[config.mk]
export PLATFORM = sky130hd
export DESIGN_NAME = gpp_ports
export DESIGN_NICKNAME = d
export VERILOG_FILES = /design/src/rtl/gpp_pkg.sv /design/src/rtl/gpp_ports.sv
export SDC_FILE = /design/constraint.sdc
export NUM_CORES = 1
export LEC_CHECK = 0
export BUFFER_PORTS_ARGS = -buffer_cell sky130_fd_sc_hd__buf_4
export CELL_PAD_IN_SITES_DETAIL_PLACEMENT = 0
export CELL_PAD_IN_SITES_GLOBAL_PLACEMENT = 1
export CORE_MARGIN = 4
export CORE_UTILIZATION = 40
export DETAILED_ROUTE_END_ITERATION = 10
export HOLD_SLACK_MARGIN = 0.03
export MAX_ROUTING_LAYER = met4
export PLACE_DENSITY_LB_ADDON = 0.1
export SYNTH_ARGS = -nofsm -noshare
export SYNTH_HDL_FRONTEND = slang
export SYNTH_SLANG_ARGS = --single-unit
export TNS_END_PERCENT = 50
[constraint.sdc]
create_clock -name clock -period 2.2 [get_ports clock]
set_input_delay 0.44 -clock clock [delete_from_list [all_inputs] [get_ports clock]]
set_output_delay 0.44 -clock clock [all_outputs]
set_load 0.05 [all_outputs]
[src/rtl/gpp_pkg.sv]
// Constants for the general port group: widths, register indices and reset values.
// Assumes a single 250 MHz clock domain and the processor's internal port access.
`default_nettype none
package gpp_pkg;
    // ==========================================================
    // Port widths
    localparam int GPP_P0_W = 5;
    localparam int GPP_P7_W = 5;
    localparam int GPP_P8_W = 2;
    localparam int GPP_BYTE_W = 8;
    // ==========================================================
    // Port select codes used on the internal access port
    localparam logic [3:0] GPP_SEL_P0 = 4'h0;
    localparam logic [3:0] GPP_SEL_P1 = 4'h1;
    localparam logic [3:0] GPP_SEL_P2 = 4'h2;
    localparam logic [3:0] GPP_SEL_P3 = 4'h3;
    localparam logic [3:0] GPP_SEL_P7 = 4'h7;
    localparam logic [3:0] GPP_SEL_P8 = 4'h8;
    localparam logic [3:0] GPP_SEL_P9 = 4'h9;
    localparam logic [3:0] GPP_SEL_P10 = 4'hA;
    localparam logic [3:0] GPP_SEL_P11 = 4'hB;
    localparam logic [3:0] GPP_SEL_P12 = 4'hC;
    // ==========================================================
    // Reset values
    localparam logic [7:0] GPP_DIR_RST_SHORT = 8'h1F;
    localparam logic [7:0] GPP_DIR_RST = 8'hFF;
    localparam logic [7:0] GPP_LATCH_RST = 8'h00;
    localparam logic [7:0] GPP_PULLUP_RST = 8'h00;
    // ==========================================================
    // Pull-up option bit positions
    localparam int GPP_PU_P0 = 0;
    localparam int GPP_PU_P1 = 1;
    localparam int GPP_PU_P2 = 2;
    localparam int GPP_PU_P3 = 3;
    // ==========================================================
    // Pin synchroniser depth
    localparam int GPP_SYNC_STAGES = 3;
endpackage
`default_nettype wire

[src/rtl/gpp_ports.sv]
// General parallel port group: direction registers, latches, pull-ups and alternates.
// Assumes the processor drives one access per cycle and pins come from outside the clock.
`default_nettype none
module gpp_ports
    import gpp_pkg::*;
(
    input wire logic clock,
    input wire logic rst_n,

    // Processor access port.
    input wire logic [3:0] acc_port,
    input wire logic acc_dir,
    input wire logic acc_pullup,
    input wire logic acc_wr,
    input wire logic acc_bit,
    input wire logic [2:0] acc_bit_idx,
    input wire logic [7:0] acc_wdata,
    output logic [7:0] acc_rdata,

    // Pins.
    input wire logic [4:0] p0_in,
    output logic [4:0] p0_out,
    output logic [4:0] p0_oe,
    output logic [4:0] p0_pullup,
    input wire logic [7:0] p1_in,
    output logic [7:0] p1_out,
    output logic [7:0] p1_oe,
    output logic [7:0] p1_pullup,
    input wire logic [7:0] p2_in,
    output logic [7:0] p2_out,
    output logic [7:0] p2_oe,
    output logic [7:0] p2_pullup,
    input wire logic [7:0] p3_in,
    output logic [7:0] p3_out,
    output logic [7:0] p3_oe,
    output logic [7:0] p3_pullup,
    input wire logic [4:0] p7_in,
    output logic [4:0] p7_out,
    output logic [4:0] p7_oe,
    output logic [1:0] p8_out,
    output logic [1:0] p8_oe,
    output logic [7:0] p9_out,
    output logic [7:0] p9_oe,
    output logic [7:0] p10_out,
    output logic [7:0] p10_oe,
    input wire logic [7:0] p11_in,
    output logic [7:0] p11_out,
    output logic [7:0] p11_oe,
    input wire logic [7:0] p12_in,
    output logic [7:0] p12_out,
    output logic [7:0] p12_oe,

    // Alternate functions.
    output logic [3:0] ext_irq_in,
    output logic [3:0] ext_irq_req,
    output logic timer_count_in_0,
    output logic capture_in_0,
    output logic subclock_crystal_in,
    input wire logic [7:0] analog_inputs,
    output logic serial1_data_in,
    input wire logic serial1_data_out_en,
    input wire logic serial1_data_out,
    output logic serial1_clock_in,
    input wire logic serial1_clock_out_en,
    input wire logic serial1_clock_out,
    input wire logic transfer_strobe_en,
    input wire logic transfer_strobe_out,
    output logic transfer_busy_in,
    output logic serial0_data_in_bus0,
    input wire logic serial0_bus0_out_en,
    input wire logic serial0_bus0_out,
    input wire logic serial0_data_out_en,
    input wire logic serial0_data_out_bus1,
    output logic serial0_clock_in,
    input wire logic serial0_clock_out_en,
    input wire logic serial0_clock_out,
    input wire logic [2:0] timer_out_en,
    input wire logic [2:0] timer_out,
    output logic timer_in_1,
    output logic timer_in_2,
    input wire logic clock_out_en,
    input wire logic clock_out_pin,
    input wire logic buzzer_out_en,
    input wire logic buzzer_out_pin,
    input wire logic [1:0] display_drive_en8,
    input wire logic [1:0] display_drive_out,
    input wire logic [7:0] display_drive_en9,
    input wire logic [7:0] display_drive_p9,
    input wire logic [7:0] display_drive_en10,
    input wire logic [7:0] display_drive_p10,
    input wire logic [7:0] display_drive_en11,
    input wire logic [7:0] display_drive_p11,
    input wire logic [7:0] display_drive_en12,
    input wire logic [7:0] display_drive_p12
);
    // ==========================================================
    // Pin synchronisers: three stages, change accepted when two and three agree.
    localparam int PW = 53;
    logic [PW-1:0] pin_raw;
    logic [PW-1:0] s1_r;
    logic [PW-1:0] s2_r;
    logic [PW-1:0] s3_r;
    logic [PW-1:0] pin_r;
    logic [PW-1:0] pin_nxt;
    assign pin_raw = {p12_in, p11_in, p7_in, p3_in, p2_in, p1_in, p0_in, 3'h0};
    // A pin level is taken once stages two and three agree; otherwise it holds.
    assign pin_nxt = (s2_r & s3_r) | (pin_r & (s2_r | s3_r));
    always_ff @(posedge clock or negedge rst_n) begin
        if (!rst_n) begin
            s1_r <= '0;
            s2_r <= '0;
            s3_r <= '0;
            pin_r <= '0;
        end else begin
            s1_r <= pin_raw;
            s2_r <= s1_r;
            s3_r <= s2_r;
            pin_r <= pin_nxt;
        end
    end

    logic [4:0] p0_pin;
    logic [7:0] p1_pin;
    logic [7:0] p2_pin;
    logic [7:0] p3_pin;
    logic [4:0] p7_pin;
    logic [7:0] p11_pin;
    logic [7:0] p12_pin;
    assign p0_pin = pin_r[7:3];
    assign p1_pin = pin_r[15:8];
    assign p2_pin = pin_r[23:16];
    assign p3_pin = pin_r[31:24];
    assign p7_pin = pin_r[36:32];
    assign p11_pin = pin_r[44:37];
    assign p12_pin = pin_r[52:45];

    // ==========================================================
    // Registers.
    logic [7:0] dir_r [0:12];
    logic [7:0] lat_r [0:12];
    logic [7:0] pullup_option_reg_r;
    wire [7:0] bit_mask = 8'h01 << acc_bit_idx;
    wire [7:0] wmask = acc_bit ? bit_mask : 8'hFF;
    wire wr_dir = acc_wr && acc_dir;
    wire wr_lat = acc_wr && !acc_dir && !acc_pullup;
    wire wr_pu = acc_wr && acc_pullup;
    wire [3:0] sel = acc_port;
    wire has_dir = (sel == GPP_SEL_P0) || (sel == GPP_SEL_P1) || (sel == GPP_SEL_P2)
        || (sel == GPP_SEL_P3) || (sel == GPP_SEL_P7) || (sel == GPP_SEL_P11)
        || (sel == GPP_SEL_P12);
    function automatic logic [7:0] dir_fix(input logic [3:0] p, input logic [7:0] v);
        logic [7:0] r;
        r = v;
        if (p == GPP_SEL_P0) begin
            r = {3'h0, 1'b1, v[3:1], 1'b1};
        end
        if (p == GPP_SEL_P7) begin
            r = {3'h0, v[4:0]};
        end
        return r;
    endfunction

    // Merged write values: a bit access changes only the indexed bit.
    wire lat_ok = sel <= GPP_SEL_P12;
    wire dir_we = wr_dir && has_dir;
    wire lat_we = wr_lat && lat_ok;
    logic [7:0] dir_nxt;
    logic [7:0] lat_nxt;
    logic [7:0] pullup_option_nxt;
    assign dir_nxt = dir_fix(sel, (dir_r[sel] & ~wmask) | (acc_wdata & wmask));
    assign lat_nxt = (lat_r[sel] & ~wmask) | (acc_wdata & wmask);
    assign pullup_option_nxt = (pullup_option_reg_r & ~wmask) | (acc_wdata & wmask);
    always_ff @(posedge clock or negedge rst_n) begin
        if (!rst_n) begin
            for (int i = 0; i <= 12; i++) begin
                dir_r[i] <= (i == 0 || i == 7) ? GPP_DIR_RST_SHORT : GPP_DIR_RST;
                lat_r[i] <= GPP_LATCH_RST;
            end
            pullup_option_reg_r <= GPP_PULLUP_RST;
        end else begin
            if (dir_we)
                dir_r[sel] <= dir_nxt;
            if (lat_we)
                lat_r[sel] <= lat_nxt;
            if (wr_pu)
                pullup_option_reg_r <= pullup_option_nxt;
        end
    end

    // ==========================================================
    // Pin drive: direction one is input (driver off), alternates override latch.
    logic [7:0] p2_alt_en;
    logic [7:0] p2_alt_v;
    logic [7:0] p3_alt_en;
    logic [7:0] p3_alt_v;
    assign p2_alt_en = {serial0_clock_out_en, serial0_data_out_en, serial0_bus0_out_en, 1'b0,
        transfer_strobe_en, serial1_clock_out_en, serial1_data_out_en, 1'b0};
    assign p2_alt_v = {serial0_clock_out, serial0_data_out_bus1, serial0_bus0_out, 1'b0,
        transfer_strobe_out, serial1_clock_out, serial1_data_out, 1'b0};
    assign p3_alt_en = {1'b0, buzzer_out_en, clock_out_en, 2'h0, timer_out_en};
    assign p3_alt_v = {1'b0, buzzer_out_pin, clock_out_pin, 2'h0, timer_out};
    assign p0_oe = ~dir_r[0][4:0];
    assign p0_out = lat_r[0][4:0];
    assign p1_oe = ~dir_r[1];
    assign p1_out = lat_r[1];
    assign p2_oe = ~dir_r[2];
    assign p2_out = (p2_alt_en & p2_alt_v) | (~p2_alt_en & lat_r[2]);
    assign p3_oe = ~dir_r[3];
    assign p3_out = (p3_alt_en & p3_alt_v) | (~p3_alt_en & lat_r[3]);

    // Open-drain: drive low only where output mode and data is zero.
    assign p7_out = 5'h00;
    assign p7_oe = ~dir_r[7][4:0] & ~lat_r[7][4:0];

    // Ports 8-10 are output only; ports 11 and 12 reset to input mode and drive only where direction is zero.
    logic [1:0] p8_v;
    logic [7:0] p9_v;
    logic [7:0] p10_v;
    logic [7:0] p11_v;
    logic [7:0] p12_v;
    assign p8_v = (display_drive_en8 & display_drive_out) | (~display_drive_en8 & lat_r[8][1:0]);
    assign p9_v = (display_drive_en9 & display_drive_p9) | (~display_drive_en9 & lat_r[9]);
    assign p10_v = (display_drive_en10 & display_drive_p10) | (~display_drive_en10 & lat_r[10]);
    assign p11_v = (display_drive_en11 & display_drive_p11) | (~display_drive_en11 & lat_r[11]);
    assign p12_v = (display_drive_en12 & display_drive_p12) | (~display_drive_en12 & lat_r[12]);
    logic [7:0] p11_drv;
    logic [7:0] p12_drv;
    assign p11_drv = ~dir_r[11] & p11_v;
    assign p12_drv = ~dir_r[12] & p12_v;

    // P-channel open-drain: drive high where data is one.
    assign p8_out = 2'h3;
    assign p8_oe = p8_v;
    assign p9_out = 8'hFF;
    assign p9_oe = p9_v;
    assign p10_out = 8'hFF;
    assign p10_oe = p10_v;
    assign p11_out = 8'hFF;
    assign p11_oe = p11_drv;
    assign p12_out = 8'hFF;
    assign p12_oe = p12_drv;

    // ==========================================================
    // Pull-ups: input mode and group enable, never on analog pins.
    assign p0_pullup = {1'b0, {3{pullup_option_reg_r[GPP_PU_P0]}} & dir_r[0][3:1], 1'b0};
    assign p1_pullup = {8{pullup_option_reg_r[GPP_PU_P1]}} & dir_r[1] & ~analog_inputs;
    assign p2_pullup = {8{pullup_option_reg_r[GPP_PU_P2]}} & dir_r[2];
    assign p3_pullup = {8{pullup_option_reg_r[GPP_PU_P3]}} & dir_r[3];

    // ==========================================================
    // Alternate inputs.
    assign ext_irq_in = p0_pin[3:0];
    assign timer_count_in_0 = p0_pin[0];
    assign capture_in_0 = p0_pin[3];
    assign subclock_crystal_in = p0_pin[4];
    assign serial1_data_in = p2_pin[0];
    assign serial1_clock_in = p2_pin[2];
    assign transfer_busy_in = p2_pin[4];
    assign serial0_data_in_bus0 = p2_pin[5];
    assign serial0_clock_in = p2_pin[7];
    assign timer_in_1 = p3_pin[3];
    assign timer_in_2 = p3_pin[4];

    // Interrupt request on any level change of port 0 bits 0-3, including driven ones.
    logic [3:0] irq_prev_r;
    logic [3:0] irq_req_r;
    logic [3:0] irq_level;
    logic [3:0] irq_req_nxt;
    assign irq_level = (p0_oe[3:0] & p0_out[3:0]) | (~p0_oe[3:0] & p0_pin[3:0]);
    // A change in either direction gives a one-cycle request.
    assign irq_req_nxt = irq_level ^ irq_prev_r;

    always_ff @(posedge clock or negedge rst_n) begin
        if (!rst_n) begin
            irq_prev_r <= 4'h0;
            irq_req_r <= 4'h0;
        end else begin
            irq_prev_r <= irq_level;
            irq_req_r <= irq_req_nxt;
        end
    end
    assign ext_irq_req = irq_req_r;

    // ==========================================================
    // Read path: pin in input mode, latch in output mode.
    logic [7:0] rd_pin;
    logic [7:0] rd_dir;
    logic [7:0] rd_lat;
    always_comb begin
        rd_pin = 8'h00;
        unique case (sel)
            GPP_SEL_P0: rd_pin = {3'h0, p0_pin};
            GPP_SEL_P1: rd_pin = p1_pin;
            GPP_SEL_P2: rd_pin = p2_pin;
            GPP_SEL_P3: rd_pin = p3_pin;
            GPP_SEL_P7: rd_pin = {3'h0, p7_pin};
            GPP_SEL_P11: rd_pin = p11_pin;
            GPP_SEL_P12: rd_pin = p12_pin;
            default: rd_pin = 8'h00;
        endcase
    end
    assign rd_dir = has_dir ? dir_r[sel] : 8'h00;
    assign rd_lat = lat_ok ? lat_r[sel] : 8'h00;
    logic [7:0] rd_port;
    assign rd_port = (rd_dir & rd_pin) | (~rd_dir & rd_lat);
    always_ff @(posedge clock or negedge rst_n) begin
        if (!rst_n) begin
            acc_rdata <= 8'h00;
        end else if (acc_dir) begin
            acc_rdata <= rd_dir;
        end else if (acc_pullup) begin
            acc_rdata <= pullup_option_reg_r;
        end else begin
            acc_rdata <= rd_port;
        end
    end
endmodule
`default_nettype wire

==> PnR_summary.wiki <==
{| class="wikitable"
! Metric !! Value
|-
| Run status || completed
|-
| Clock-pin slew reported for the worst setup and hold paths after clock tree synthesis || 60 ps
|-
| Static Leakage || 10.8 nW
|-
| Max-cap check violation count || 0
|-
| Commonest register cell after synthesis || sky130_fd_sc_hd__dfrtp_1
|-
| Peak Freq || 475 MHz
|-
| Cell Area, Synth || 17700 um^2
|-
| Endpoint kind of the worst setup timing path || output port
|-
| Setup slack on the worst flop-to-flop path || 130 ps
|-
| Count of mapped cells out of synthesis || 1366
|-
| Number of buffers added by the clock tree synthesis step || 47
|-
| Post-Route Utilization || 0.541
|-
| Clock Power Share || 0.365
|-
| Gate family responsible for the most delay along the worst path || flip-flops
|-
| Total number of vias || 11.9k
|-
| Synthesis warning total || 0
|-
| Accumulated negative setup slack || 0 ps
|-
| Number of antenna violations at the first check in global routing || 2
|-
| Clock insertion delay at the later pin of the skew report || 580 ps
|-
| Crit path buf inv count || 1
|-
| Ratio of cells with drive above 1 in the final layout || 0.438
|-
| Root buf cell || sky130_fd_sc_hd__clkbuf_16
|-
| Syn-to-layout area delta || 32.7%
|-
| Critical path type || reg -> out
|-
| Post-synth EDFFs || 0
|-
| Worst clock skew || 21.0 ps
|-
| Overflow left after global routing || 0
|-
| Global-route wire length before repair || 77700 um
|-
| Required time of the worst setup path || 1760 ps
|-
| Arrival time of data at the critical path endpoint || 1660 ps
|-
| Layout net count || 1971
|-
| Mean number of vias per cell || 4.91
|-
| Number of cell instances on the worst register-to-register path || 7
|-
| Max rail drop VDD || 0.624 mV
|-
| Number of port buffers || 318
|-
| Launch point of the worst reg-to-reg path || lat_r[58]$_DFFE_PN0P_
|-
| Compound-Gate Fraction of Synth Area || 0.0702
|-
| Clock tree from TritonCTS || yes
|-
| Startpoint kind of the worst setup timing path || flip-flop
|-
| Post-synthesis average cell area || between 10 and 15 um^2
|-
| Routed wire length per instance || 21.3 um
|-
| Share of synthesized flip-flops with an asynchronous set or reset || 1.00
|-
| Switching share of total power || 0.300
|-
| Pre-CTS worst setup slack || -507 ps
|-
| Logic gate share of total power || 0.197
|-
| Post-synthesis mux area share || 0.149
|-
| Number of rows created at floorplan || 76
|-
| Initial core utilization || 0.407
|-
| Drc violations || 0
|-
| Horizontal die dimension || 218 um
|-
| Number of H-tree branching levels || 2
|-
| Final ANT Viol Nets || 0
|-
| Largest family of logic cells by synthesized area || multiplexers
|-
| Endpoints failing setup || 0
|-
| Switching Power || 0.00646 W
|-
| Worst path cell trace || mux2i_1 -> nor2_1 -> buf_4
|-
| Fin. Hold Viols || 0
|-
| Max-slew violation total from the final report || 0
|-
| Slew at the pin closest to its max-slew limit || around 710 ps
|-
| Largest stage delay on the critical path || 390 ps
|-
| Setup repair after global routing missed its margin || false
|-
| Core ar. || around 43000 um^2
|-
| Count of boundary I/O pins || 360
|-
| Cell depth of the worst hold path || 2
|-
| Hold Worst Slack || 120 ps
|-
| Detailed placer's ending HPWL || 39400 um
|-
| Post-Synth Simple-Gate Area || 0.0697
|-
| Sequential-to-total area share from yosys stat || 0.617
|-
| Share of the synthesized netlist area taken by xor and xnor gates || 0.00198
|-
| Slowest stage cell, crit path || sky130_fd_sc_hd__dfrtp_1
|-
| Total clock sinks || about 430
|-
| PnR Total Power || 0.0215 W
|-
| Sum of routed wire length over all layers || between 50000 and 60000 um
|-
| Internal portion of total power || 0.0151 W
|-
| Endpoint of the worst-slack reg-to-reg timing path || lat_r[50]$_DFFE_PN0P_
|-
| Arithmetic-cell share of the synthesized area counting full adders, half adders and majority gates || 0.0283
|-
| Count of distinct cell types in the synthesized netlist || 67
|-
| Maximum fanout encountered on the critical timing path || 3
|-
| Pwr per Cell Area || 917 nW/um^2
|-
| Total routing resource utilization after global routing || 0.223
|-
| Pin count of the biggest net entering global routing || 79
|-
| Hold path startpoint || acc_wdata[2]
|-
| Longest Clk Path Bufs || 3
|-
| Detailed Route Iter0 Violations || 685
|-
| TritonRoute pass-1 iters || 5
|-
| Hold crit path type || in -> reg
|-
| Synthesis-stage register bit count || ~430
|-
| Register share of total power || 0.438
|-
| Final Cycle Share || 0.957
|-
| Die footprint || between 40000 and 50000 um^2
|-
| Post-layout minimum cycle time || 2100 ps
|-
| Die Y || 218 um
|-
| Setup WS post-layout || 95.6 ps
|-
| Number of global-route vias before repair || 12.5k
|-
| Global placer's final weighted congestion || about 0.9
|-
| Worst max-slew margin expressed relative to the limit || 0.526
|}
[stage by stage]
step | area (um^2) | cells
final | 23500 | 2426
after global routing | 23500 | 2426
after CTS | 23500 | 2425
after detailed placement | 21400 | 2287
after global placement | 21400 | 2287
after floorplan | 17900 | 1405
[flip-flops by register name (all words and copies together) (netlist names), 8 cells and up, named ones only]
name / flops
s2_r: 50
s1_r: 50
lat_r: 91
pin_r: 50
acc_rdata: 8
dir_r: 104
p1_out: 8
s3_r: 50
[cells in the final DEF, fill, tap and decap left out, types with 4 or more instances in the layout]
cell                            synthesis  layout
sky130_fd_sc_hd__nand4_1                4       4
sky130_fd_sc_hd__nor2_1                52      52
sky130_fd_sc_hd__buf_4                 71     447
sky130_fd_sc_hd__a21boi_0               5       5
sky130_fd_sc_hd__and3_1                 8       8
sky130_fd_sc_hd__a21oi_1                9       9
sky130_fd_sc_hd__xor2_1                 4       4
sky130_fd_sc_hd__clkinv_2               0       6
sky130_fd_sc_hd__a22oi_1               17      17
sky130_fd_sc_hd__o211ai_1              10      10
sky130_fd_sc_hd__clkbuf_1              78      14
sky130_fd_sc_hd__nor3_1                 6       6
sky130_fd_sc_hd__clkbuf_8               0       9
sky130_fd_sc_hd__nand3_1               14      14
sky130_fd_sc_hd__a31oi_1                7       7
sky130_fd_sc_hd__mux2_2               115     115
sky130_fd_sc_hd__and2_1                29      29
sky130_fd_sc_hd__nand2_1              134     134
sky130_fd_sc_hd__nor3b_1                5       5
sky130_fd_sc_hd__nor2b_1                6       6
sky130_fd_sc_hd__dlygate4sd3_1          0      51
sky130_fd_sc_hd__a221o_1                4       4
sky130_fd_sc_hd__o21ai_0               99      99
sky130_fd_sc_hd__conb_1                 2      41
sky130_fd_sc_hd__mux2i_1               48      47
sky130_fd_sc_hd__maj3_1                50      50
sky130_fd_sc_hd__dfrtp_1              334     331
sky130_fd_sc_hd__clkbuf_16              0      48
sky130_fd_sc_hd__inv_1                 37      37
sky130_fd_sc_hd__mux4_2                36      36
sky130_fd_sc_hd__dfstp_2               98      98
sky130_fd_sc_hd__buf_12                 0      21
[area by class of cell]
cell class / count / area (um^2)
Tap cell: 585 / 732
Antenna cell: 1 / 2.50
Timing Repair Buffer: 520 / 4300
Sequential cell: 432 / 10900
Multi-Input combinational cell: 764 / 5830
Inverter: 37 / 139
Fill cell: 3751 / 20000
Clock buffer: 71 / 1380
Clock inverter: 16 / 185
[power groups by stage]
stage               clock (W)  combinational (W)  sequential, W
floorplan                   0            0.00256        0.00941
global placement            0            0.00416        0.00957
detailed placement          0            0.00421        0.00957
CTS                   0.00809            0.00429        0.00944
global route          0.00846            0.00451        0.00952
finish                0.00787            0.00424        0.00943
[layer usage]
| layer | vias to the layer above | global-route usage | wire (um) |
|---|---|---|---|
| li1 | 5499 | - | - |
| met1 | 5958 | 0.302 | 22500 |
| met4 | 0 | 0.0596 | 1290 |
| met5 | - | - | 0 |
| met2 | 372 | 0.345 | 24700 |
| met3 | 78 | 0.0463 | 3220 |
[cell families (layout without fill, tap and decap cells)]
family,count (synthesis),count (layout)
compound gates,194,194
fa+ha+maj,50,50
simple gates,272,272
xor+xnor,4,4
flops,432,432
buf+inv,209,644
other cells,2,42
mux,203,203
[cells in the mapped netlist (4+ instances only)]
cell | instances | area share
sky130_fd_sc_hd__a21oi_1 | 9 | 0.0025
sky130_fd_sc_hd__dfstp_2 | 98 | 0.15
sky130_fd_sc_hd__buf_2 | 16 | 0.0045
sky130_fd_sc_hd__a22oi_1 | 17 | 0.0072
sky130_fd_sc_hd__nand2_1 | 134 | 0.028
sky130_fd_sc_hd__maj3_1 | 50 | 0.028
sky130_fd_sc_hd__nand4_1 | 4 | 0.0014
sky130_fd_sc_hd__o21ai_0 | 99 | 0.028
sky130_fd_sc_hd__clkbuf_1 | 78 | 0.017
sky130_fd_sc_hd__dfrtp_1 | 334 | 0.47
sky130_fd_sc_hd__o211ai_1 | 10 | 0.0042
sky130_fd_sc_hd__xor2_1 | 4 | 0.0020
sky130_fd_sc_hd__nand3_1 | 14 | 0.0040
sky130_fd_sc_hd__nor2b_1 | 6 | 0.0021
sky130_fd_sc_hd__nor3b_1 | 5 | 0.0021
sky130_fd_sc_hd__a21boi_0 | 5 | 0.0021
sky130_fd_sc_hd__buf_6 | 5 | 0.0032
sky130_fd_sc_hd__and3_1 | 8 | 0.0028
sky130_fd_sc_hd__buf_4 | 71 | 0.030
sky130_fd_sc_hd__a221o_1 | 4 | 0.0023
sky130_fd_sc_hd__nor3_1 | 6 | 0.0017
sky130_fd_sc_hd__mux2i_1 | 48 | 0.027
sky130_fd_sc_hd__mux2_2 | 115 | 0.073
sky130_fd_sc_hd__a31oi_1 | 7 | 0.0025
sky130_fd_sc_hd__mux4_2 | 36 | 0.046
sky130_fd_sc_hd__and2_1 | 29 | 0.010
sky130_fd_sc_hd__nor2_1 | 52 | 0.011
sky130_fd_sc_hd__inv_1 | 37 | 0.0078
[worst max path at each step]
stage                                     start                     end  slack (ps)  cells past startpoint
after global placement              acc_port[0]   dir_r[87]$_DFFE_PN1P_        -460                      9
after global routing      lat_r[26]$_DFFE_PN0P_   lat_r[74]$_DFFE_PN0P_          10                      7
after floorplan                     acc_port[0]  lat_r[103]$_DFFE_PN0P_          -7                     10
final                     lat_r[11]$_DFFE_PN0P_               p11_oe[3]         100                      3
after CTS                             flip-flop            p3_pullup[5]          20                      2
after detailed placement            acc_port[0]   dir_r[79]$_DFFE_PN1P_        -510                      9
[what timing repair did]
item | in CTS | in global routing
hold endpoints to repair | 127 | 0
endpoints found under the setup margin | 16 | 8
hold buffers | 51 | 0
gates resized for setup | 2 | 1
buffers inserted | 0 | 0
(Power assumes the default switching activity.)
